**src/verilog/spf_defines.svh**
```systemverilog
// constants for the supply pulse fuse programmer
// Notes on behaviour
// supply pin levels low, mid and high are decoded into commands
// try mode holds several tentative codes at once until supply cycling
// blow mode sets one parameter, then fuses it permanently
// a blown lock fuse blocks all later programming
// mid pulse count forms the key, binary, lsb is key 1
// field code is binary, code 1 is bit 0
// selected parameter follows the code while addressing, not yet permanent
// a blown fuse bit stays set and cannot be cleared
// sequence built so stray supply pulses rarely change stored values
// programmer holds low at least 40 us between pulses
// programmer holds selection and addressing pulses at least 40 us
// programmer holds blow pulses high at least 40 us
// mode key 1 blow, 2 try; keys 1,2,3,6 select parameters
// selection is high pulse, key mid pulses, high pulse
// code rises by one at each mid pulse fall, stops at maximum
// supply cycling returns unblown field positions to initial state
// a level change counts only after a stable qualification time
// with lock blown all pulse trains are ignored
`ifndef SPF_DEFINES_SVH
`define SPF_DEFINES_SVH
`define SPF_CLK_PERIOD_NS 100
`define SPF_T_QUAL_NS 20000
`define SPF_QUAL_CYC ((`SPF_T_QUAL_NS + `SPF_CLK_PERIOD_NS - 1) / `SPF_CLK_PERIOD_NS)
`define SPF_T_BLOW_NS 40000
`define SPF_BLOW_CYC ((`SPF_T_BLOW_NS + `SPF_CLK_PERIOD_NS - 1) / `SPF_CLK_PERIOD_NS)
`define SPF_KEY_BLOW 3'h1
`define SPF_KEY_TRY 3'h2
`define SPF_KEY_SENS 3'h1
`define SPF_KEY_QDC 3'h2
`define SPF_KEY_PWM 3'h3
`define SPF_KEY_LOCK 3'h6
`define SPF_KEY_MAX 3'h7
`define SPF_SENS_LSB 0
`define SPF_QDC_LSB 8
`define SPF_PWM_LSB 16
`define SPF_LOCK_BIT 24
`define SPF_CODE_W 8
`define SPF_CODE_MAX 8'hff
`define SPF_LOCK_MAX 8'h01
`define SPF_ADDR_STATUS 8'h00
`define SPF_ADDR_CODES 8'h04
`define SPF_ADDR_FUSE 8'h08
`define SPF_ADDR_CTRL 8'h0c
`define SPF_CTRL_RST 1'b1
`endif

```
**src/verilog/spf_pkg.sv**
```systemverilog
// types for the supply pulse fuse programmer
package spf_pkg;
  typedef logic [9:0] spf_cnt_type;
  typedef logic [7:0] spf_code_type;
  typedef logic [24:0] spf_fuse_type;
  typedef enum logic [1:0] {LVL_LOW = 2'b00, LVL_MID = 2'b01, LVL_HIGH = 2'b10} spf_lvl_type;
  typedef enum logic [2:0] {
    ST_WAIT  = 3'b000,
    ST_MODE  = 3'b001,
    ST_PARAM = 3'b010,
    ST_ADDR  = 3'b011,
    ST_DONE  = 3'b100
  } spf_state_type;
  typedef struct packed {
    logic        psel;
    logic        penable;
    logic        pwrite;
    logic [7:0]  paddr;
    logic [31:0] pwdata;
  } spf_apb_req_type;
  typedef struct packed {
    logic [31:0] prdata;
    logic        pready;
    logic        pslverr;
  } spf_apb_rsp_type;
  typedef struct packed {
    logic       lock;
    logic [7:0] pwm;
    logic [7:0] qdc;
    logic [7:0] sens;
  } spf_param_type;
endpackage

```
**src/verilog/spf_programmer.sv**
```systemverilog
// supply pulse decoder, programming sequencer, fuse shadow, apb slave
`timescale 1ns/1ps
`include "spf_defines.svh"
module spf_programmer (
  input  wire logic                     core_clk,
  input  wire logic                     arst_n,
  input  wire logic [1:0]               supply_lvl,
  input  wire spf_pkg::spf_fuse_type    fuse_sense,
  input  wire spf_pkg::spf_apb_req_type apb_req,
  output spf_pkg::spf_apb_rsp_type      apb_rsp,
  output spf_pkg::spf_param_type        params,
  output logic                          fuse_blow,
  output spf_pkg::spf_fuse_type         fuse_blow_mask
);
  import spf_pkg::*;
  localparam spf_cnt_type QUAL_CYC = spf_cnt_type'(`SPF_QUAL_CYC);
  localparam spf_cnt_type BLOW_CYC = spf_cnt_type'(`SPF_BLOW_CYC);
  function automatic spf_lvl_type lvl_of(input logic [1:0] raw);
    // 2'b11 cannot occur from ordered comparators; treat as high
    if (raw[1]) begin
      return LVL_HIGH;
    end
    return raw[0] ? LVL_MID : LVL_LOW;
  endfunction
  function automatic logic [2:0] key_inc(input logic [2:0] k);
    return (k == `SPF_KEY_MAX) ? k : k + 3'h1;
  endfunction
  function automatic spf_code_type code_max(input logic [2:0] sel);
    return (sel == `SPF_KEY_LOCK) ? `SPF_LOCK_MAX : `SPF_CODE_MAX;
  endfunction
  function automatic spf_fuse_type place(input logic [2:0] sel, input spf_code_type c);
    spf_fuse_type f;
    f = '0;
    if (sel == `SPF_KEY_SENS) begin
      f[`SPF_SENS_LSB +: `SPF_CODE_W] = c;
    end else if (sel == `SPF_KEY_QDC) begin
      f[`SPF_QDC_LSB +: `SPF_CODE_W] = c;
    end else if (sel == `SPF_KEY_PWM) begin
      f[`SPF_PWM_LSB +: `SPF_CODE_W] = c;
    end else if (sel == `SPF_KEY_LOCK) begin
      f[`SPF_LOCK_BIT] = c[0];
    end
    return f;
  endfunction
  // reset release
  logic [1:0] rst_sync_q;
  logic       rst_n;
  always_ff @(posedge core_clk or negedge arst_n) begin
    if (!arst_n) begin
      rst_sync_q <= 2'b00;
    end else begin
      rst_sync_q <= {rst_sync_q[0], 1'b1};
    end
  end
  assign rst_n = rst_sync_q[1];
  // level decoder
  logic [1:0]  s1_q, s2_q, s3_q;
  spf_lvl_type lvl_q, lvl_d, cand;
  spf_lvl_type peak_q, peak_d;
  spf_cnt_type qcnt_q, qcnt_d;
  spf_cnt_type hicnt_q, hicnt_d;
  logic        ev_mid_q, ev_mid_d;
  logic        ev_high_q, ev_high_d;
  logic        ev_long_q, ev_long_d;
  always_comb begin
    cand = lvl_of(s3_q);
    lvl_d = lvl_q;
    qcnt_d = '0;
    // glitches shorter than the qualification time never reach lvl_q
    if (s2_q == s3_q && cand != lvl_q) begin
      qcnt_d = qcnt_q + 10'h001;
      if (qcnt_q == QUAL_CYC - 10'h001) begin
        lvl_d = cand;
        qcnt_d = '0;
      end
    end
    // a pulse is classified by its peak, so the ramp through mid on the
    // way to high is not taken for a mid pulse
    peak_d = peak_q;
    hicnt_d = hicnt_q;
    ev_mid_d = 1'b0;
    ev_high_d = 1'b0;
    ev_long_d = 1'b0;
    if (lvl_q == LVL_LOW) begin
      peak_d = LVL_LOW;
      hicnt_d = '0;
    end else begin
      if (lvl_q == LVL_HIGH) begin
        peak_d = LVL_HIGH;
        if (hicnt_q != BLOW_CYC) begin
          hicnt_d = hicnt_q + 10'h001;
        end
      end else if (peak_q == LVL_LOW) begin
        peak_d = LVL_MID;
      end
      if (lvl_d == LVL_LOW) begin
        ev_mid_d = (peak_d == LVL_MID);
        ev_high_d = (peak_d == LVL_HIGH);
        ev_long_d = (peak_d == LVL_HIGH) && (hicnt_d == BLOW_CYC);
      end
    end
  end
  always_ff @(posedge core_clk or negedge rst_n) begin
    if (!rst_n) begin
      s1_q <= 2'b00;
      s2_q <= 2'b00;
      s3_q <= 2'b00;
      lvl_q <= LVL_LOW;
      peak_q <= LVL_LOW;
      qcnt_q <= '0;
      hicnt_q <= '0;
      ev_mid_q <= 1'b0;
      ev_high_q <= 1'b0;
      ev_long_q <= 1'b0;
    end else begin
      s1_q <= supply_lvl;
      s2_q <= s1_q;
      s3_q <= s2_q;
      lvl_q <= lvl_d;
      peak_q <= peak_d;
      qcnt_q <= qcnt_d;
      hicnt_q <= hicnt_d;
      ev_mid_q <= ev_mid_d;
      ev_high_q <= ev_high_d;
      ev_long_q <= ev_long_d;
    end
  end
  // programming sequencer
  spf_state_type state_q, state_d;
  logic          mode_q, mode_d;
  logic [2:0]    key_q, key_d;
  logic [2:0]    sel_q, sel_d;
  spf_code_type  code_q, code_d;
  spf_fuse_type  tval_q, tval_d;
  spf_fuse_type  fuse_q, fuse_d;
  spf_fuse_type  bmask_q, bmask_d;
  logic          fuse_ld_q;
  logic          blow_q, blow_d;
  spf_param_type par_q;
  logic          ctrl_en_q, ctrl_en_d;
  logic          locked, accept;
  assign locked = fuse_q[`SPF_LOCK_BIT];
  assign accept = ctrl_en_q && !locked && fuse_ld_q;
  always_comb begin
    state_d = state_q;
    mode_d = mode_q;
    key_d = key_q;
    sel_d = sel_q;
    code_d = code_q;
    tval_d = tval_q;
    fuse_d = fuse_q;
    bmask_d = bmask_q;
    blow_d = 1'b0;
    if (!fuse_ld_q) begin
      fuse_d = fuse_sense;
    end else if (locked) begin
      state_d = ST_WAIT;
    end else if (accept && (ev_mid_q || ev_high_q)) begin
      unique case (state_q)
        ST_WAIT: begin
          if (ev_high_q) begin
            state_d = ST_MODE;
            key_d = '0;
          end
        end
        ST_MODE: begin
          if (ev_mid_q) begin
            key_d = key_inc(key_q);
          end else if (key_q == `SPF_KEY_BLOW || key_q == `SPF_KEY_TRY) begin
            state_d = ST_PARAM;
            mode_d = (key_q == `SPF_KEY_BLOW);
            key_d = '0;
          end else begin
            state_d = ST_WAIT;
          end
        end
        ST_PARAM: begin
          if (ev_mid_q) begin
            key_d = key_inc(key_q);
          end else if (key_q == `SPF_KEY_SENS || key_q == `SPF_KEY_QDC ||
                       key_q == `SPF_KEY_PWM || key_q == `SPF_KEY_LOCK) begin
            state_d = ST_ADDR;
            sel_d = key_q;
            code_d = '0;
            tval_d = tval_q & ~place(key_q, code_max(key_q));
          end else begin
            state_d = ST_WAIT;
          end
        end
        ST_ADDR: begin
          if (ev_mid_q) begin
            if (code_q != code_max(sel_q)) begin
              code_d = code_q + 8'h01;
            end
            // only the selected field moves; other try values stay
            tval_d = (tval_q & ~place(sel_q, code_max(sel_q))) | place(sel_q, code_d);
          end else if (!mode_q) begin
            state_d = ST_PARAM;
            key_d = '0;
          end else if (ev_long_q) begin
            // short high pulses in blow mode do nothing
            bmask_d = place(sel_q, code_q);
            fuse_d = fuse_q | bmask_d;
            blow_d = |bmask_d;
            state_d = ST_DONE;
          end
        end
        // one field per supply cycle: the fuse supply cannot feed more
        ST_DONE: begin
          state_d = ST_DONE;
        end
        default: begin
          state_d = ST_WAIT;
        end
      endcase
    end
  end

  always_ff @(posedge core_clk or negedge rst_n) begin
    if (!rst_n) begin
      state_q <= ST_WAIT;
      mode_q <= 1'b0;
      key_q <= '0;
      sel_q <= '0;
      code_q <= '0;
      tval_q <= '0;
      fuse_q <= '0;
      fuse_ld_q <= 1'b0;
      bmask_q <= '0;
      blow_q <= 1'b0;
      par_q <= '0;
    end else begin
      state_q <= state_d;
      mode_q <= mode_d;
      key_q <= key_d;
      sel_q <= sel_d;
      code_q <= code_d;
      tval_q <= tval_d;
      fuse_q <= fuse_d;
      fuse_ld_q <= 1'b1;
      bmask_q <= bmask_d;
      blow_q <= blow_d;
      par_q <= spf_param_type'(fuse_q | tval_q);
    end
  end
  // apb slave, one wait state per access
  spf_apb_rsp_type rsp_q, rsp_d;
  logic [31:0]     rd;
  logic            hit;
  always_comb begin
    rd = '0;
    hit = 1'b1;
    case (apb_req.paddr)
      `SPF_ADDR_STATUS: rd[5:0] = {fuse_ld_q, locked, mode_q, state_q};
      `SPF_ADDR_CODES:  rd[24:0] = par_q;
      `SPF_ADDR_FUSE:   rd[24:0] = fuse_q;
      `SPF_ADDR_CTRL:   rd[0] = ctrl_en_q;
      default:          hit = 1'b0;
    endcase
    rsp_d = '0;
    ctrl_en_d = ctrl_en_q;
    if (apb_req.psel && apb_req.penable && !rsp_q.pready) begin
      rsp_d.pready = 1'b1;
      rsp_d.pslverr = !hit;
      rsp_d.prdata = apb_req.pwrite ? 32'h0000_0000 : rd;
    end
    if (apb_req.psel && apb_req.penable && rsp_q.pready && apb_req.pwrite &&
        apb_req.paddr == `SPF_ADDR_CTRL) begin
      ctrl_en_d = apb_req.pwdata[0];
    end
  end

  always_ff @(posedge core_clk or negedge rst_n) begin
    if (!rst_n) begin
      rsp_q <= '0;
      ctrl_en_q <= `SPF_CTRL_RST;
    end else begin
      rsp_q <= rsp_d;
      ctrl_en_q <= ctrl_en_d;
    end
  end

  assign apb_rsp = rsp_q;
  assign params = par_q;
  assign fuse_blow = blow_q;
  assign fuse_blow_mask = bmask_q;
endmodule

```
**config.mk**
```make
export PLATFORM = sky130hd
export DESIGN_NAME = spf_programmer
export DESIGN_NICKNAME = d
export VERILOG_FILES = /design/src/verilog/spf_pkg.sv /design/src/verilog/spf_programmer.sv
export VERILOG_INCLUDE_DIRS = /design/src /design/src/verilog
export SDC_FILE = /design/constraint.sdc
export NUM_CORES = 1
export LEC_CHECK = 0
export BUFFER_PORTS_ARGS = -buffer_cell sky130_fd_sc_hd__buf_2
export CORE_MARGIN = 3
export CORE_UTILIZATION = 50
export DETAILED_ROUTE_END_ITERATION = 7
export PLACE_DENSITY_LB_ADDON = 0.15
export SETUP_SLACK_MARGIN = 0.5
export SYNTH_ARGS = -nofsm -noshare
export SYNTH_HDL_FRONTEND = slang
export SYNTH_SLANG_ARGS = --single-unit
export TNS_END_PERCENT = 20
```
**constraint.sdc**
```tcl
create_clock -name core_clk -period 5.1 [get_ports core_clk]
set_input_delay 0.51 -clock core_clk [delete_from_list [all_inputs] [get_ports core_clk]]
set_output_delay 0.51 -clock core_clk [all_outputs]
set_load 0.01 [all_outputs]
```
After elaboration in Yosys (flattened, before gate mapping). Index checks and enable logic that the tools add are counted. W data, S select, Z words.

Register bits after elaboration: 190. Input port bits: 72. Logic and storage cells: 267. Output and inout port bits: 85.

Eq/ne operators: 44. Reduce and logical (&&, ||, !) cells: 34. Add/sub/neg operators: 4. Mux-type cells: 146. Bitwise operators: 9.

Operator list (number): $mux W17 (27); $mux W8 (41); $mux W25 (11); $or A25 B25 Y25 (3); $mux W10 (6); $and A25 B25 Y25 (2); $not A25 Y25 (2); $pmux W25 S2 (1); $mux W3 (15); $pmux W19 S2 (1); $mux W9 (4); $mux W27 (1); $reduce_or A25 Y1 (1); $mux W1 (24); $ne A2 B2 Y1 const B (11); $reduce_and A7 Y1 (3); $add A10 B1 Y10 const B (2); $mux W2 (10); $eq A3 B2 Y1 const B (6); $reduce_and A6 Y1 (3); $eq A8 B4 Y1 const B (2); $pmux W8 S2 (1); $ne A3 B3 Y1 const B (5); $pmux W3 S5 (1); 29 further kinds (54).

Depth between registers and ports, before layout.
Depth after elaboration: 20. Depth in mapped cells: 8. Mapped depth without buffers: 7.

Worst setup path before layout. No wires, ideal clock.

Path kind: reg-to-reg. Start point: register qcnt_q[3]. End point: register ev_long_q. Data required time: 5.004 ns. Cell stages (with the launch flop): 6. Buffers on the path: 0. Library setup time: 0.096 ns. Clock period less this slack: 2.451 ns. Arrival time: 2.355 ns. Setup slack: 2.649 ns. Cell sequence: dfrtp_1 or4_1 or4_4 a211o_4 a2111o_1 nor4_2.

Longest elaborated chain between the ends: 6.

RTL lines: start: declaration (RTL line spf_programmer.sv:60) `spf_cnt_type qcnt_q, qcnt_d;`; start signal: assignment (RTL line spf_programmer.sv:121) `qcnt_q <= qcnt_d;`; $eq A10 B8 Y1 (RTL line spf_programmer.sv:72) `if (qcnt_q == QUAL_CYC - 10'h001) begin`; $mux W2 (RTL line spf_programmer.sv:72); $mux W2 (RTL line spf_programmer.sv:70) `if (s2_q == s3_q && cand != lvl_q) begin`; $logic_not A2 Y1 (RTL line spf_programmer.sv:96) `if (lvl_d == LVL_LOW) begin`; $mux W1 (RTL line spf_programmer.sv:96); $mux W1 (RTL line spf_programmer.sv:84) `if (lvl_q == LVL_LOW) begin`; via ev_long_d (RTL line spf_programmer.sv:64) `logic ev_long_q, ev_long_d;`; end signal: assignment (RTL line spf_programmer.sv:125) `ev_long_q <= ev_long_d;`; end: declaration (RTL line spf_programmer.sv:64).

The timed path passes the listed nets, and every way through them passes these cells. A chain may end at the register's enable or synchronous reset.

Worst setup path in the final report.
Start point: register fuse_ld_q. End point: register fuse_q[22].

Longest elaborated chain between the ends: 4. Elaborated cells between the ends (all ways): 10. Those cells by class: eq/ne (6); mux (1); reduce/logical (3).

RTL lines: start: declaration (RTL line spf_programmer.sv:137) `logic fuse_ld_q;`; start signal: assignment (RTL line spf_programmer.sv:228) `fuse_ld_q <= 1'b0;`; start signal: assignment (RTL line spf_programmer.sv:240) `fuse_ld_q <= 1'b1;`; $logic_and A1 B1 Y1 (RTL line spf_programmer.sv:143) `assign accept = ctrl_en_q && !locked && fuse_ld_q;`; $logic_and A1 B1 Y1 (RTL line spf_programmer.sv:158) `end else if (accept && (ev_mid_q || ev_high_q)) begin`; $ne A2 B1 Y1 (no line); $reduce_and A6 Y1 (no line); end signal: assignment (RTL line spf_programmer.sv:239) `fuse_q <= fuse_d;`; end: declaration (RTL line spf_programmer.sv:135) `spf_fuse_type fuse_q, fuse_d;`.

Parallel ways exist; a longest one is shown, timed or not.

==> results_dict.tcl <==
set metrics [dict create \
    fmaxAchievable_mhz 388.0 \
    synthDistinctLibCells 66 \
    fin_hold_ws_ns 0.1897 \
    switching_share_pct 22.17 \
    grt_pass1_vias 5986 \
    core-area_um2 15430 \
    cts-root-buf "clkbuf_16" \
    ios 157 \
    clock_sinks 183 \
    p_per_area_nw_per_um2 320.4 \
    critical-path-top-delay-family "simple AND/OR/NAND/NOR gates" \
    grt_setup_unrepaired "false" \
    antenna_cells 0 \
    wire_per_inst_um 17.15 \
    drt-met1-wl_mm 9.008 \
    viasPerCell 5.527 \
    drt-total-wl_mm 18.72 \
    r2r_setup_slack_ns 2.52 \
    dpl.hpwl_mm 13.00 \
    synthArstFlopShare_pct 100.0 \
    wl_met2_mm 8.599 \
    synth-edff-count 0 \
    critPathSlowestCell "nor2_1" \
    cts_max_path_buffers 2 \
    yosysWarningCount 0 \
    htree_levels 4 \
    fin_crit_ns 2.577 \
    track_usage_pct 21.67 \
    hp-class "in2reg" \
    finalHoldViolCount 0 \
    crit_chain "buf_4 > and3b_1 > nand4_1 > buf_4 > nor2_1 > a21oi_1 > a21oi_1" \
    vdd_drop_max_mv 0.2161 \
    insertion_delay_ns 0.43 \
    postCtsSetupRepairBufs 0 \
    setup_viol 0 \
    die_w_um 132.3 \
    syn_area_um2 7979 \
    cts_buffers 17 \
    num_rows 45 \
    die_y_um 132.3 \
    fin_total_pwr_mw 2.981 \
    register_area_um2 4584 \
    dr_wl_met3_um 975 \
    seq_power_share_pct 51.5 \
    netlist_instances 763 \
    grt_overflow 0 \
    design.die.area_um2 17510 \
    io_buffer_count 118 \
    drive_above_1_share_pct 22.27 \
    power_frac_comb_pct 4.7 \
    setup.worst_path.start_class "register" \
    place.gp.congestion 0.8376 \
    slew_viol_final 0 \
    clk_pin_slew_worst_paths_ns 0.07 \
    synth_area_per_cell_um2 10.46 \
    synthFlopType "dfrtp_1" \
    initial_core_util_pct 51.72 \
    path_class "reg2reg" \
    cpPeakStageDelay_ns 0.60 \
    layout.nets 946 \
    p_clk_share_pct 43.8 \
    grt_pass1_wl_mm 30.62 \
    status "complete, no violations" \
    setup-tns-final_ns 0 \
    drtIter0Drc 336 \
    cp.arrival_ns 2.94 \
    fin_worst_skew_ns 0.01074 \
    syn2layout_area_growth_pct 16.62 \
    required_ns 5.46 \
    p_leak_nw 4.462 \
    top_layer "met4" \
    fillCellCount 1359 \
    grt_max_degree 78 \
    tightest_slew_ns 1.212 \
    ant_nets 0 \
    drc 0 \
    switchingPower_uw 660.9 \
    cp_max_fo 42 \
    ys_ff_latch 183 \
    via_count 6030 \
    drv_cap 0 \
    p_int_mw 2.320 \
    ys_seq_area_share_pct 57.41 \
    slew_headroom_pct 17.14 \
    drt_pass1_iterations 5 \
    finalCritPeriodShare_pct 50.54 \
    cp_num_buf_inv 2 \
    antenna_found_initial 0 \
    end_kind "register" \
    multi_input_area_um2 3173 \
    cts_tree "built" \
]
[flip-flops by register name (all words and copies together), names as in the netlist, 2 cells and up, named ones only]
| signal | count |
|---|---|
| apb_rsp | 27 |
| tval_q | 24 |
| fuse_blow_mask | 25 |
| hicnt_q | 10 |
| rst_sync_q | 2 |
| s2_q | 2 |
| s3_q | 2 |
| code_q | 8 |
| state_q | 3 |
| lvl_q | 2 |
| key_q | 3 |
| s1_q | 2 |
| sel_q | 3 |
| qcnt_q | 10 |
| fuse_q | 25 |
| peak_q | 2 |
| params | 25 |
[routing by layer]
layer	up-vias	GRT usage, %
li1	2852	-
met1	2996	31.04
met2	171	33.58
met3	11	5.305
met4	0	5.312
met5	-	0
[cells in the mapped netlist, types with 12 or more instances]
cell,n,area share [%]
nand3_1,14,0.88
clkbuf_1,36,1.7
inv_1,14,0.66
xor2_1,12,1.3
o21ai_0,33,2.1
or2_2,26,2.0
nor2_1,70,3.3
mux2i_1,31,3.9
nand2_1,122,5.7
a21oi_1,22,1.4
a22oi_1,20,1.9
o2bb2ai_1,25,2.7
dfrtp_1,182,57
[power groups by stage]
stage,logic (mW),clock network [mW],registers (mW)
2_1_floorplan,0.0663,0,1.58
3_3_place_gp,0.139,0,1.56
3_5_place_dp,0.142,0,1.56
4_1_cts,0.143,1.34,1.54
5_1_grt,0.156,1.39,1.54
6_report,0.139,1.31,1.54
[per-stage QoR]
step                instance area (um^2)  setup slack [ns]  utilization [%]  cells
floorplan                           8006             2.080                -    770
global placement                    8702             2.337            56.41   1058
detailed placement                  8702             2.269            56.41   1058
CTS                                 9305             2.509            60.32   1091
global route                        9305             2.261            60.32   1091
finish                              9305             2.523            60.32   1091
[placed cells by master, fill, tap and decap left out, types with 3 or more instances in the layout]
cell / count
conb_1: 9
nand2b_1: 6
and4_1: 3
nand2_1: 122
clkbuf_16: 17
nor2_1: 70
a21o_1: 4
ha_1: 7
clkinvlp_4: 3
a22o_1: 3
nand3_1: 14
or3_1: 4
nor2b_1: 8
mux2i_1: 31
nor3_1: 10
o31ai_1: 4
or2_2: 26
buf_2: 118
buf_4: 5
and3b_1: 5
nand4_1: 7
clkbuf_8: 3
xor2_1: 12
mux2_2: 4
a22oi_1: 20
o2bb2ai_1: 25
or4_1: 7
and2_1: 8
and3_1: 4
inv_1: 14
xnor2_1: 11
nor4_1: 3
or4b_2: 3
dfrtp_1: 181
o21ai_0: 33
a21oi_1: 22
[final cells by class]
cell class / count / area share, %
Tap cell: 211 / 2.837
Clock buffer: 22 / 5.096
Sequential cell: 183 / 49.27
Inverter: 14 / 0.5647
Timing Repair Buffer: 124 / 6.858
Multi-Input combinational cell: 527 / 34.10
Clock inverter: 10 / 1.277
[what timing repair did]
action	in CTS	in global routing
setup endpoints to repair	0	0
endpoints found under the hold margin	2	0
hold buffers	1	0
resized for setup	0	0
[final timing paths]
kind	to	from	cells after the start
max	fuse_q[22]	fuse_ld_q	7
min	s1_q[0]	supply_lvl[0]	1
max reg2reg	fuse_q[22]	fuse_ld_q	7
min reg2reg	s2_q[1]	s1_q[1]	0
max in group asynchronous	apb_rsp[1]	rst_sync_q[1]	1
min in group asynchronous	rst_sync_q[1]	arst_n	2
[kinds of logic after synthesis]
logic type               count (synthesis)  share of synthesized area [%]
AO/OA/AOI/OAI                          141                          12.31
XOR/XNOR                                23                          2.525
adder cells (fa/ha/maj)                  7                          1.098
buffers and inverters                   60                          3.152
flip-flops                             183                          57.41
multiplexers                            35                          4.453
other                                    2                        0.09412
AND/OR/NAND/NOR                        312                          18.96
(Power assumes the default switching activity.)
